## src/common/abpwm_regs.svh

```systemverilog
// Command codes, parameter storage map, field positions and reset values of the backlight PWM block
// Assumes inclusion by bare name from rtl files and the bench
`ifndef ABPWM_REGS_SVH
`define ABPWM_REGS_SVH

`define ABPWM_CMD_PWM_CTRL 8'hb9
`define ABPWM_CMD_ADAPT 8'hb8
`define ABPWM_PWM_CTRL_NPARAM 4'h4
`define ABPWM_ADAPT_NPARAM 4'hb
`define ABPWM_RESET_BYTE 8'h00

`define ABPWM_ADDR_DUTY 4'h0
`define ABPWM_ADDR_AUX 4'h1
`define ABPWM_ADDR_CTRL 4'h2
`define ABPWM_ADDR_STEP 4'h3
`define ABPWM_ADDR_GAP0 4'h4
`define ABPWM_ADDR_GAP1 4'h5
`define ABPWM_ADDR_COEF0 4'h6
`define ABPWM_ADDR_COEF1 4'h7
`define ABPWM_ADDR_MODE 4'h8
`define ABPWM_ADDR_GMIN 4'h9
`define ABPWM_ADDR_ZERO 4'hf

`define ABPWM_CTRL_GSEL_BIT 4
`define ABPWM_CTRL_PINEN_BIT 3
`define ABPWM_MODE_INTERP0_BIT 0
`define ABPWM_MODE_INTERP1_BIT 1
`define ABPWM_MODE_BANK_BIT 2
`define ABPWM_CTRL_MASK 8'h18
`define ABPWM_FIELD5_MASK 8'h1f
`define ABPWM_MODE_MASK 8'h07
`define ABPWM_COEF_MAX 5'h10
`define ABPWM_PWM_PERIOD_LAST 8'hfe

`endif

```

## src/common/abpwm_pkg.sv

```systemverilog
// Types shared by the backlight PWM block
// Assumes no other package
package abpwm_pkg;

	typedef enum logic [1:0] {
		ABPWM_CMD_IDLE,
		ABPWM_CMD_PWM,
		ABPWM_CMD_ADAPT
	} abpwm_cmd_state_t;

endpackage : abpwm_pkg

```

## src/rtl/abpwm_param_mem.sv

```systemverilog
// Small parameter store: one write port, one registered read port, all words visible in parallel
// Assumes one clock; writes and reads qualified by the clock enable
`timescale 1ns/1ns
`default_nettype none
`include "abpwm_regs.svh"

module abpwm_param_mem #(
	parameter int WIDTH = 8,
	parameter int DEPTH = 16,
	parameter int AW = 4
) (
	input wire logic core_clk,
	input wire logic resetn,
	input wire logic core_ce,
	input wire logic wr_en,
	input wire logic [AW-1:0] wr_addr,
	input wire logic [WIDTH-1:0] wr_data,
	input wire logic rd_en,
	input wire logic [AW-1:0] rd_addr,
	output logic [WIDTH-1:0] rd_data,
	output logic [WIDTH*DEPTH-1:0] contents
);

	logic [WIDTH-1:0] mem_r [DEPTH];
	logic [WIDTH-1:0] mem_nxt [DEPTH];
	logic [WIDTH-1:0] rd_data_r;
	logic [WIDTH-1:0] rd_data_nxt;

	always_comb
	begin
		rd_data_nxt = rd_data_r;
		for (int i = 0; i < DEPTH; i++)
		begin
			mem_nxt[i] = mem_r[i];
		end
		if (core_ce && wr_en)
		begin
			mem_nxt[wr_addr] = wr_data;
		end
		if (core_ce && rd_en)
		begin
			rd_data_nxt = mem_r[rd_addr];
		end
	end

	always_ff @(posedge core_clk or negedge resetn)
	begin
		if (!resetn)
		begin
			rd_data_r <= '0;
			for (int i = 0; i < DEPTH; i++)
			begin
				mem_r[i] <= '0;
			end
		end
		else
		begin
			rd_data_r <= rd_data_nxt;
			for (int i = 0; i < DEPTH; i++)
			begin
				mem_r[i] <= mem_nxt[i];
			end
		end
	end

	genvar g;
	generate
		for (g = 0; g < DEPTH; g++)
		begin : g_flat
			assign contents[g*WIDTH +: WIDTH] = mem_r[g];
		end
	endgenerate

	assign rd_data = rd_data_r;

endmodule : abpwm_param_mem

`default_nettype wire

```

## src/rtl/abpwm_top.sv

```systemverilog
// Adaptive backlight parameter registers, threshold stepping and LED PWM gating
// Assumes command bytes, display state and frame timing come from logic on core_clk
`timescale 1ns/1ns
`default_nettype none
`include "abpwm_regs.svh"

module abpwm_top (
	input wire logic core_clk,
	input wire logic resetn,
	input wire logic core_ce,
	input wire logic cmd_valid,
	input wire logic cmd_dcx,
	input wire logic cmd_wr,
	input wire logic [7:0] cmd_data,
	input wire logic sleep_mode,
	input wire logic display_on,
	input wire logic pwm_on_request,
	input wire logic adaptive_backlight_enable,
	input wire logic [7:0] adaptive_backlight_factor,
	input wire logic frame_start,
	input wire logic [7:0] threshold_target,
	output logic rsp_valid,
	output logic [7:0] rsp_data,
	output logic led_pwm_output,
	output logic led_pwm_pin_oe,
	output logic [7:0] pwm_readback_value,
	output logic [8:0] white_threshold_level,
	output logic interp_two_point,
	output logic [4:0] counter_gap_half,
	output logic [4:0] antiwhite_coeff,
	output logic [39:0] gamma_ref_values,
	output logic setting_inhibited
);

	////////////////////////////////////////////////////////////////////////////////
	// Command decoder and parameter store

	abpwm_pkg::abpwm_cmd_state_t cmd_state_r;
	abpwm_pkg::abpwm_cmd_state_t cmd_state_nxt;
	logic [3:0] pidx_r;
	logic [3:0] pidx_nxt;
	logic rsp_valid_r;
	logic rsp_valid_nxt;
	logic wr_en;
	logic rd_en;
	logic [3:0] addr;
	logic [7:0] wr_data;
	logic [127:0] contents;
	logic [7:0] mem_rd_data;
	logic param_cyc;

	function automatic logic [7:0] byte_mask(input logic [3:0] a);
		unique case (a)
			`ABPWM_ADDR_CTRL: byte_mask = `ABPWM_CTRL_MASK;
			`ABPWM_ADDR_GAP0, `ABPWM_ADDR_GAP1, `ABPWM_ADDR_COEF0, `ABPWM_ADDR_COEF1: byte_mask = `ABPWM_FIELD5_MASK;
			`ABPWM_ADDR_MODE: byte_mask = `ABPWM_MODE_MASK;
			default: byte_mask = 8'hff;
		endcase
	endfunction : byte_mask
	assign param_cyc = cmd_valid && cmd_dcx;
	always_comb
	begin
		cmd_state_nxt = cmd_state_r;
		pidx_nxt = pidx_r;
		addr = `ABPWM_ADDR_ZERO;
		wr_en = 1'b0;
		rd_en = 1'b0;
		rsp_valid_nxt = 1'b0;
		wr_data = cmd_data & byte_mask(addr);
		if (core_ce && cmd_valid && !cmd_dcx)
		begin
			pidx_nxt = 4'h0;
			cmd_state_nxt = (cmd_data == `ABPWM_CMD_PWM_CTRL) ? abpwm_pkg::ABPWM_CMD_PWM :
				(cmd_data == `ABPWM_CMD_ADAPT) ? abpwm_pkg::ABPWM_CMD_ADAPT : abpwm_pkg::ABPWM_CMD_IDLE;
		end
		else if (core_ce && param_cyc)
		begin
			unique case (cmd_state_r)
				abpwm_pkg::ABPWM_CMD_PWM:
				begin
					if (pidx_r != 4'h0 && pidx_r < `ABPWM_PWM_CTRL_NPARAM)
					begin
						addr = pidx_r - 4'h1;
					end
				end
				abpwm_pkg::ABPWM_CMD_ADAPT:
				begin
					if (pidx_r < `ABPWM_ADAPT_NPARAM)
					begin
						addr = pidx_r + `ABPWM_ADDR_STEP;
					end
				end
				abpwm_pkg::ABPWM_CMD_IDLE: addr = `ABPWM_ADDR_ZERO;
			endcase
			wr_data = cmd_data & byte_mask(addr);
			wr_en = cmd_wr && cmd_state_r != abpwm_pkg::ABPWM_CMD_IDLE && addr != `ABPWM_ADDR_ZERO;
			rd_en = !cmd_wr;
			rsp_valid_nxt = !cmd_wr;
			if (pidx_r != 4'hf)
			begin
				pidx_nxt = pidx_r + 4'h1;
			end
		end
	end

	always_ff @(posedge core_clk or negedge resetn)
	begin
		if (!resetn)
		begin
			cmd_state_r <= abpwm_pkg::ABPWM_CMD_IDLE;
			pidx_r <= 4'h0;
			rsp_valid_r <= 1'b0;
		end
		else if (core_ce)
		begin
			cmd_state_r <= cmd_state_nxt;
			pidx_r <= pidx_nxt;
			rsp_valid_r <= rsp_valid_nxt;
		end
	end

	abpwm_param_mem #(
		.WIDTH(8),
		.DEPTH(16),
		.AW(4)
	) u_mem (
		.core_clk(core_clk),
		.resetn(resetn),
		.core_ce(core_ce),
		.wr_en(wr_en),
		.wr_addr(addr),
		.wr_data(wr_data),
		.rd_en(rd_en),
		.rd_addr(addr),
		.rd_data(mem_rd_data),
		.contents(contents)
	);

	////////////////////////////////////////////////////////////////////////////////
	// Field extraction with bank selection

	logic [7:0] duty_val;
	logic [7:0] ctrl_val;
	logic [7:0] mode_val;
	logic bank;
	logic gsel;
	logic pin_en;
	logic [3:0] step_sel;
	logic [4:0] gap_sel;
	logic [4:0] coef_sel;
	logic interp_sel;
	assign duty_val = contents[`ABPWM_ADDR_DUTY*8 +: 8];
	assign ctrl_val = contents[`ABPWM_ADDR_CTRL*8 +: 8];
	assign mode_val = contents[`ABPWM_ADDR_MODE*8 +: 8];
	assign bank = mode_val[`ABPWM_MODE_BANK_BIT];
	assign gsel = ctrl_val[`ABPWM_CTRL_GSEL_BIT];
	assign pin_en = ctrl_val[`ABPWM_CTRL_PINEN_BIT];
	always_comb
	begin
		step_sel = bank ? contents[`ABPWM_ADDR_STEP*8+4 +: 4] : contents[`ABPWM_ADDR_STEP*8 +: 4];
		gap_sel = bank ? contents[`ABPWM_ADDR_GAP1*8 +: 5] : contents[`ABPWM_ADDR_GAP0*8 +: 5];
		coef_sel = bank ? contents[`ABPWM_ADDR_COEF1*8 +: 5] : contents[`ABPWM_ADDR_COEF0*8 +: 5];
		interp_sel = bank ? mode_val[`ABPWM_MODE_INTERP1_BIT] : mode_val[`ABPWM_MODE_INTERP0_BIT];
	end

	////////////////////////////////////////////////////////////////////////////////
	// Threshold stepping and parameter outputs

	logic [8:0] thr_r;
	logic [8:0] thr_nxt;
	logic [8:0] target2;
	logic interp_r;
	logic [4:0] gap_r;
	logic [4:0] coef_r;
	logic [39:0] gamma_r;
	logic inhib_r;
	logic inhib_nxt;
	assign target2 = {threshold_target, 1'b0};
	always_comb
	begin
		thr_nxt = thr_r;
		if (frame_start && thr_r < target2)
		begin
			thr_nxt = (target2 - thr_r > {5'h00, step_sel}) ? thr_r + {5'h00, step_sel} : target2;
		end
		else if (frame_start)
		begin
			thr_nxt = (thr_r - target2 > {5'h00, step_sel}) ? thr_r - {5'h00, step_sel} : target2;
		end
		inhib_nxt = step_sel == 4'h0 || gap_sel == 5'h00 || coef_sel > `ABPWM_COEF_MAX;
	end

	always_ff @(posedge core_clk or negedge resetn)
	begin
		if (!resetn)
		begin
			thr_r <= 9'h000;
			interp_r <= 1'b0;
			gap_r <= 5'h00;
			coef_r <= 5'h00;
			gamma_r <= 40'h0;
			inhib_r <= 1'b0;
		end
		else if (core_ce)
		begin
			thr_r <= thr_nxt;
			interp_r <= interp_sel;
			gap_r <= gap_sel;
			coef_r <= coef_sel;
			gamma_r <= contents[`ABPWM_ADDR_GMIN*8 +: 40];
			inhib_r <= inhib_nxt;
		end
	end

	////////////////////////////////////////////////////////////////////////////////
	// PWM generation and gating

	logic [7:0] cnt_r;
	logic [7:0] cnt_nxt;
	logic [15:0] prod;
	logic [7:0] duty;
	logic gate_on;
	logic led_r;
	logic led_nxt;
	logic oe_r;
	logic [7:0] pwm_readback_value_r;
	assign prod = {8'h00, duty_val} * {8'h00, adaptive_backlight_factor};
	always_comb
	begin
		cnt_nxt = (cnt_r == `ABPWM_PWM_PERIOD_LAST) ? 8'h00 : cnt_r + 8'h01;
		duty = (!adaptive_backlight_enable || adaptive_backlight_factor == 8'hff) ? duty_val : prod[15:8];
		gate_on = gsel ? pwm_on_request : display_on;
		led_nxt = pin_en && gate_on && !sleep_mode && cnt_r < duty;
	end

	always_ff @(posedge core_clk or negedge resetn)
	begin
		if (!resetn)
		begin
			cnt_r <= 8'h00;
			led_r <= 1'b0;
			oe_r <= 1'b0;
			pwm_readback_value_r <= 8'h00;
		end
		else if (core_ce)
		begin
			cnt_r <= cnt_nxt;
			led_r <= led_nxt;
			oe_r <= pin_en;
			pwm_readback_value_r <= duty;
		end
	end

	assign rsp_valid = rsp_valid_r;
	assign rsp_data = mem_rd_data;
	assign led_pwm_output = led_r;
	assign led_pwm_pin_oe = oe_r;
	assign pwm_readback_value = pwm_readback_value_r;
	assign white_threshold_level = thr_r;
	assign interp_two_point = interp_r;
	assign counter_gap_half = gap_r;
	assign antiwhite_coeff = coef_r;
	assign gamma_ref_values = gamma_r;
	assign setting_inhibited = inhib_r;
endmodule : abpwm_top

`default_nettype wire

```

## config.mk

```make
export PLATFORM = sky130hd
export DESIGN_NAME = abpwm_top
export DESIGN_NICKNAME = d
export VERILOG_FILES = /design/src/common/abpwm_pkg.sv /design/src/rtl/abpwm_param_mem.sv /design/src/rtl/abpwm_top.sv
export VERILOG_INCLUDE_DIRS = /design/src /design/src/common
export SDC_FILE = /design/constraint.sdc
export NUM_CORES = 1
export LEC_CHECK = 0
export BUFFER_PORTS_ARGS = -buffer_cell sky130_fd_sc_hd__buf_2
export CAP_MARGIN = 20
export CORE_MARGIN = 2
export CORE_UTILIZATION = 50
export CTS_CLUSTER_DIAMETER = 80
export DETAILED_ROUTE_END_ITERATION = 16
export GPL_ROUTABILITY_DRIVEN = 0
export PLACE_DENSITY = 0.71
export SLEW_MARGIN = 40
export SYNTH_ARGS = -nofsm -noshare
export SYNTH_HDL_FRONTEND = slang
export SYNTH_SLANG_ARGS = --single-unit
```

## constraint.sdc

```tcl
create_clock -name core_clk -period 5 [get_ports core_clk]
set_input_delay 0.5 -clock core_clk [delete_from_list [all_inputs] [get_ports core_clk]]
set_output_delay 0.5 -clock core_clk [all_outputs]
set_load 0.1 [all_outputs]
```

==> run summary <==
Clock tree buffer depth: 3
CTS Sinks: 222
#FFs+latches synth: 222
Worst vdd ir: 0.2793 mV
GRT Total Usage: 0.2481
Slew Limit Headroom: 0.4494
Post-route cell area: 15510 sq um
# setup viols final: 1
Crit path required time: 5450 ps
MaxCap Viol Count: 0
Placed Cells: 1685
CP Max Fanout: 5
Vias in the first global route: 10248
Cts bufs inserted: 23
Die outline height: 166.6 um
Crit-path most repeated cell: fa_1
Worst Path Buf+Inv: 3
DR pass1 iterations: 5
CP peak stage delay: 530 ps
Die Footprint: 27750 sq um
Syn Nets: 1383
Crit path DAT: 5590 ps
DRC errors left: 0
Syn avg cell area: 10.69 sq um
Initial DRC count: 779
First-pass GRT wire length: 55.73 mm
Status: finished, violations left
Crit end category: register
Footprint of the multi-input gates: 7234 sq um
PD cells: 344.9 nW/um^2
DP HPWL: 24.97 mm
Fin crit share: 1.028
Clock skew: 16.31 ps
Synthesized instance count: 1236
Root Buffer: clkbuf_16
Nets: 1528
Remaining antenna violation count: 0
Core Box Area: 25980 sq um
CTS tree: done
Die Wd: 166.6 um
Area post-placement: 14530 sq um
Initial antenna violation count: 0
Sequential area share after synthesis: 0.4203
Failing checks: setup timing
Worst hold stages: 2
Routed WL per cell: 19.74 um
Ports: 115
RSZ-0062 raised after global routing: yes
Delay-heaviest family, CP: adder cells
Synth warn: 0
Worst Setup Slack, final: -140.6 ps
Static Leakage: 7.722 nW
Crit start category: register
Total power draw: 5.349 mW
Hold Path Sink: cmd_state_r[1]
Setup TNS: -140.6 ps
Total global routing overflow: 0
Synth cell types: 73
Num rows: 59
Worst-skew pair later-pin latency: 510 ps
R2R depth: 20
Pin count of the biggest net entering global routing: 98
Crit path kind: reg2reg
Worst hold path class: in2reg
Final slew viol count: 0
FILL cells: 2158
H-Tree Depth: 1
Post-Route WL: 34.21 mm
Initial Utilization: 0.5086
CP max stage cell: fa_1
Fraction of registers with async set/reset: 1.000
Port buffer count: 114
Most common flop cell mapped by yosys: dfrtp_1
CP Cell Sequence: buf_4 -> and2_1 -> fa_1 -> fa_1 -> fa_1 -> inv_1 -> fa_1 -> inv_1 -> ha_4 -> a31oi_4 -> o21a_1 -> o211ai_1 -> a21oi_2 -> xnor2_1 -> mux2i_1 -> ha_1 -> a211oi_2 -> nand4_1 -> a21oi_2 -> o21a_1
HP Start: cmd_data[0]
Worst-path clk slew: 60 ps
Final hold slack: 225.1 ps
Min Tclk post-route: 5141 ps
Reg2reg setup slack: -140 ps
Avg Vias per Cell: 5.849
Area added between synthesis and finish: 17.34%
Reg2reg start: u_mem.contents[3]
Post-synth EDFFs: 0
Slew of the pin with the lowest slew margin: 822.9 ps
Final Hold Vio Count: 0
Register area: 5560 sq um
Synthesized area: 13220 sq um
Reg2Reg Capture Point: led_pwm_output
Via count: 10136
Fmax: 0.1945 GHz
Inserted Diodes: 0
Non-Filler Instances: 1733
Share of cells above drive strength 1: 0.2947
==> cell usage in the layout, fill, tap and decap left out, types with 5 or more instances in the layout <==
cell type	instances
dfrtp_1	218
mux2_2	139
buf_2	112
inv_1	81
a21oi_1	77
and2_1	76
ha_1	68
buf_4	63
nor2_1	61
a22oi_1	56
nand2_1	54
fa_1	35
o21ai_0	31
clkbuf_16	23
nor3_1	21
mux2i_1	18
nand3_1	18
nand4_1	12
xor2_1	11
nand2_2	10
nor2b_1	9
nand2b_1	8
o21a_1	8
xnor2_1	8
a22o_1	8
and3_1	7
a31oi_1	7
o31ai_1	6
o211ai_1	5
a21o_1	5
nor4_1	5
a211oi_1	5
o21bai_1	5
a32oi_1	5
bufinv_16	5
==> stage by stage <==
stage	util	setup WS, ps
global placement	0.5580	-328.9
global route	0.5968	-408.1
finish	0.5968	-140.6
floorplan	-	1.033
detailed placement	0.5591	-478.1
CTS	0.5946	-253.8
==> report_power, final <==
group	internal, mW	total (mW)	switching, mW
combinational	0.453	1.45	1.00
clock	1.17	1.91	0.738
sequential	1.87	1.99	0.116
==> synth_stat cells, drive strengths merged (8+ instances only) <==
cell type	number	area share
xor2	11	0.0073
a31oi	8	0.0038
nand4	12	0.0057
mux2i	18	0.014
inv	82	0.023
nor2b	9	0.0043
fa	39	0.059
buf	19	0.0069
and2	77	0.036
nor3	24	0.012
nand3	18	0.0068
dfrtp	222	0.42
nor2	65	0.018
nand2b	8	0.0038
o21ai	35	0.013
a22o	8	0.0053
xnor2	8	0.0053
mux2	140	0.12
a22oi	56	0.032
o21a	8	0.0045
clkbuf	42	0.012
nand2	64	0.020
ha	73	0.069
a21oi	81	0.031
==> layout make-up <==
| type | instances | share of cell area |
|---|---|---|
| multi-input combinational | 871 | 0.4665 |
| sequential | 222 | 0.3585 |
| timing repair buffer | 181 | 0.07334 |
| clock buffer | 28 | 0.04090 |
| tap | 335 | 0.02703 |
| inverter | 82 | 0.01985 |
| clock inverter | 14 | 0.01388 |
==> metal layers <==
layer | track usage | part of all wire
met5 | 0 | 0
met4 | 0.07121 | 0.027
met3 | 0.03707 | 0.056
met2 | 0.4082 | 0.48
met1 | 0.3439 | 0.44
==> cell families after synthesis <==
kind of cell	share of synthesized area
DFF	0.4203
AOI/OAI and AO/OA	0.1389
and+or+nand+nor	0.1250
muxes	0.1329
xor gates and xnor gates	0.01259
buffers and inverters	0.04213
adders and majority gates	0.1282
==> how the worst max path moves through the flow <==
| stage | from | endpoint | slack (ps) | depth (start not counted) |
|---|---|---|---|---|
| finish | u_mem.contents[3] | led_pwm_output | -140 | 20 |
| global placement | adaptive_backlight_factor[6] | led_pwm_output | -330 | 21 |
| global route | u_mem.contents[2] | led_pwm_output | -410 | 22 |
| floorplan | adaptive_backlight_factor[5] | led_pwm_output | 1 | 20 |
| CTS | u_mem.contents[2] | led_pwm_output | -250 | 22 |
| detailed placement | adaptive_backlight_factor[6] | led_pwm_output | -480 | 21 |
==> what timing repair did <==
item / 4_1_cts / 5_1_grt
gates resized for setup: 10 / 5
setup endpoints to repair: 1 / 1
endpoints found under the hold margin: 60 / 0
pin swaps: 20 / 15
hold buffers: 1 / 0
buffers inserted: 2 / 3
==> registers in the layout, indices dropped and copies added, names as in the netlist, 2 cells and up <==
| register | count |
|---|---|
| antiwhite_coeff | 5 |
| cmd_state_r | 2 |
| cnt_r | 8 |
| counter_gap_half | 5 |
| gamma_ref_values | 40 |
| pidx_r | 4 |
| pwm_readback_value | 8 |
| u_mem.contents | 128 |
| u_mem.rd_data | 8 |
| white_threshold_level | 9 |
Power figures use the tool's default switching activity.
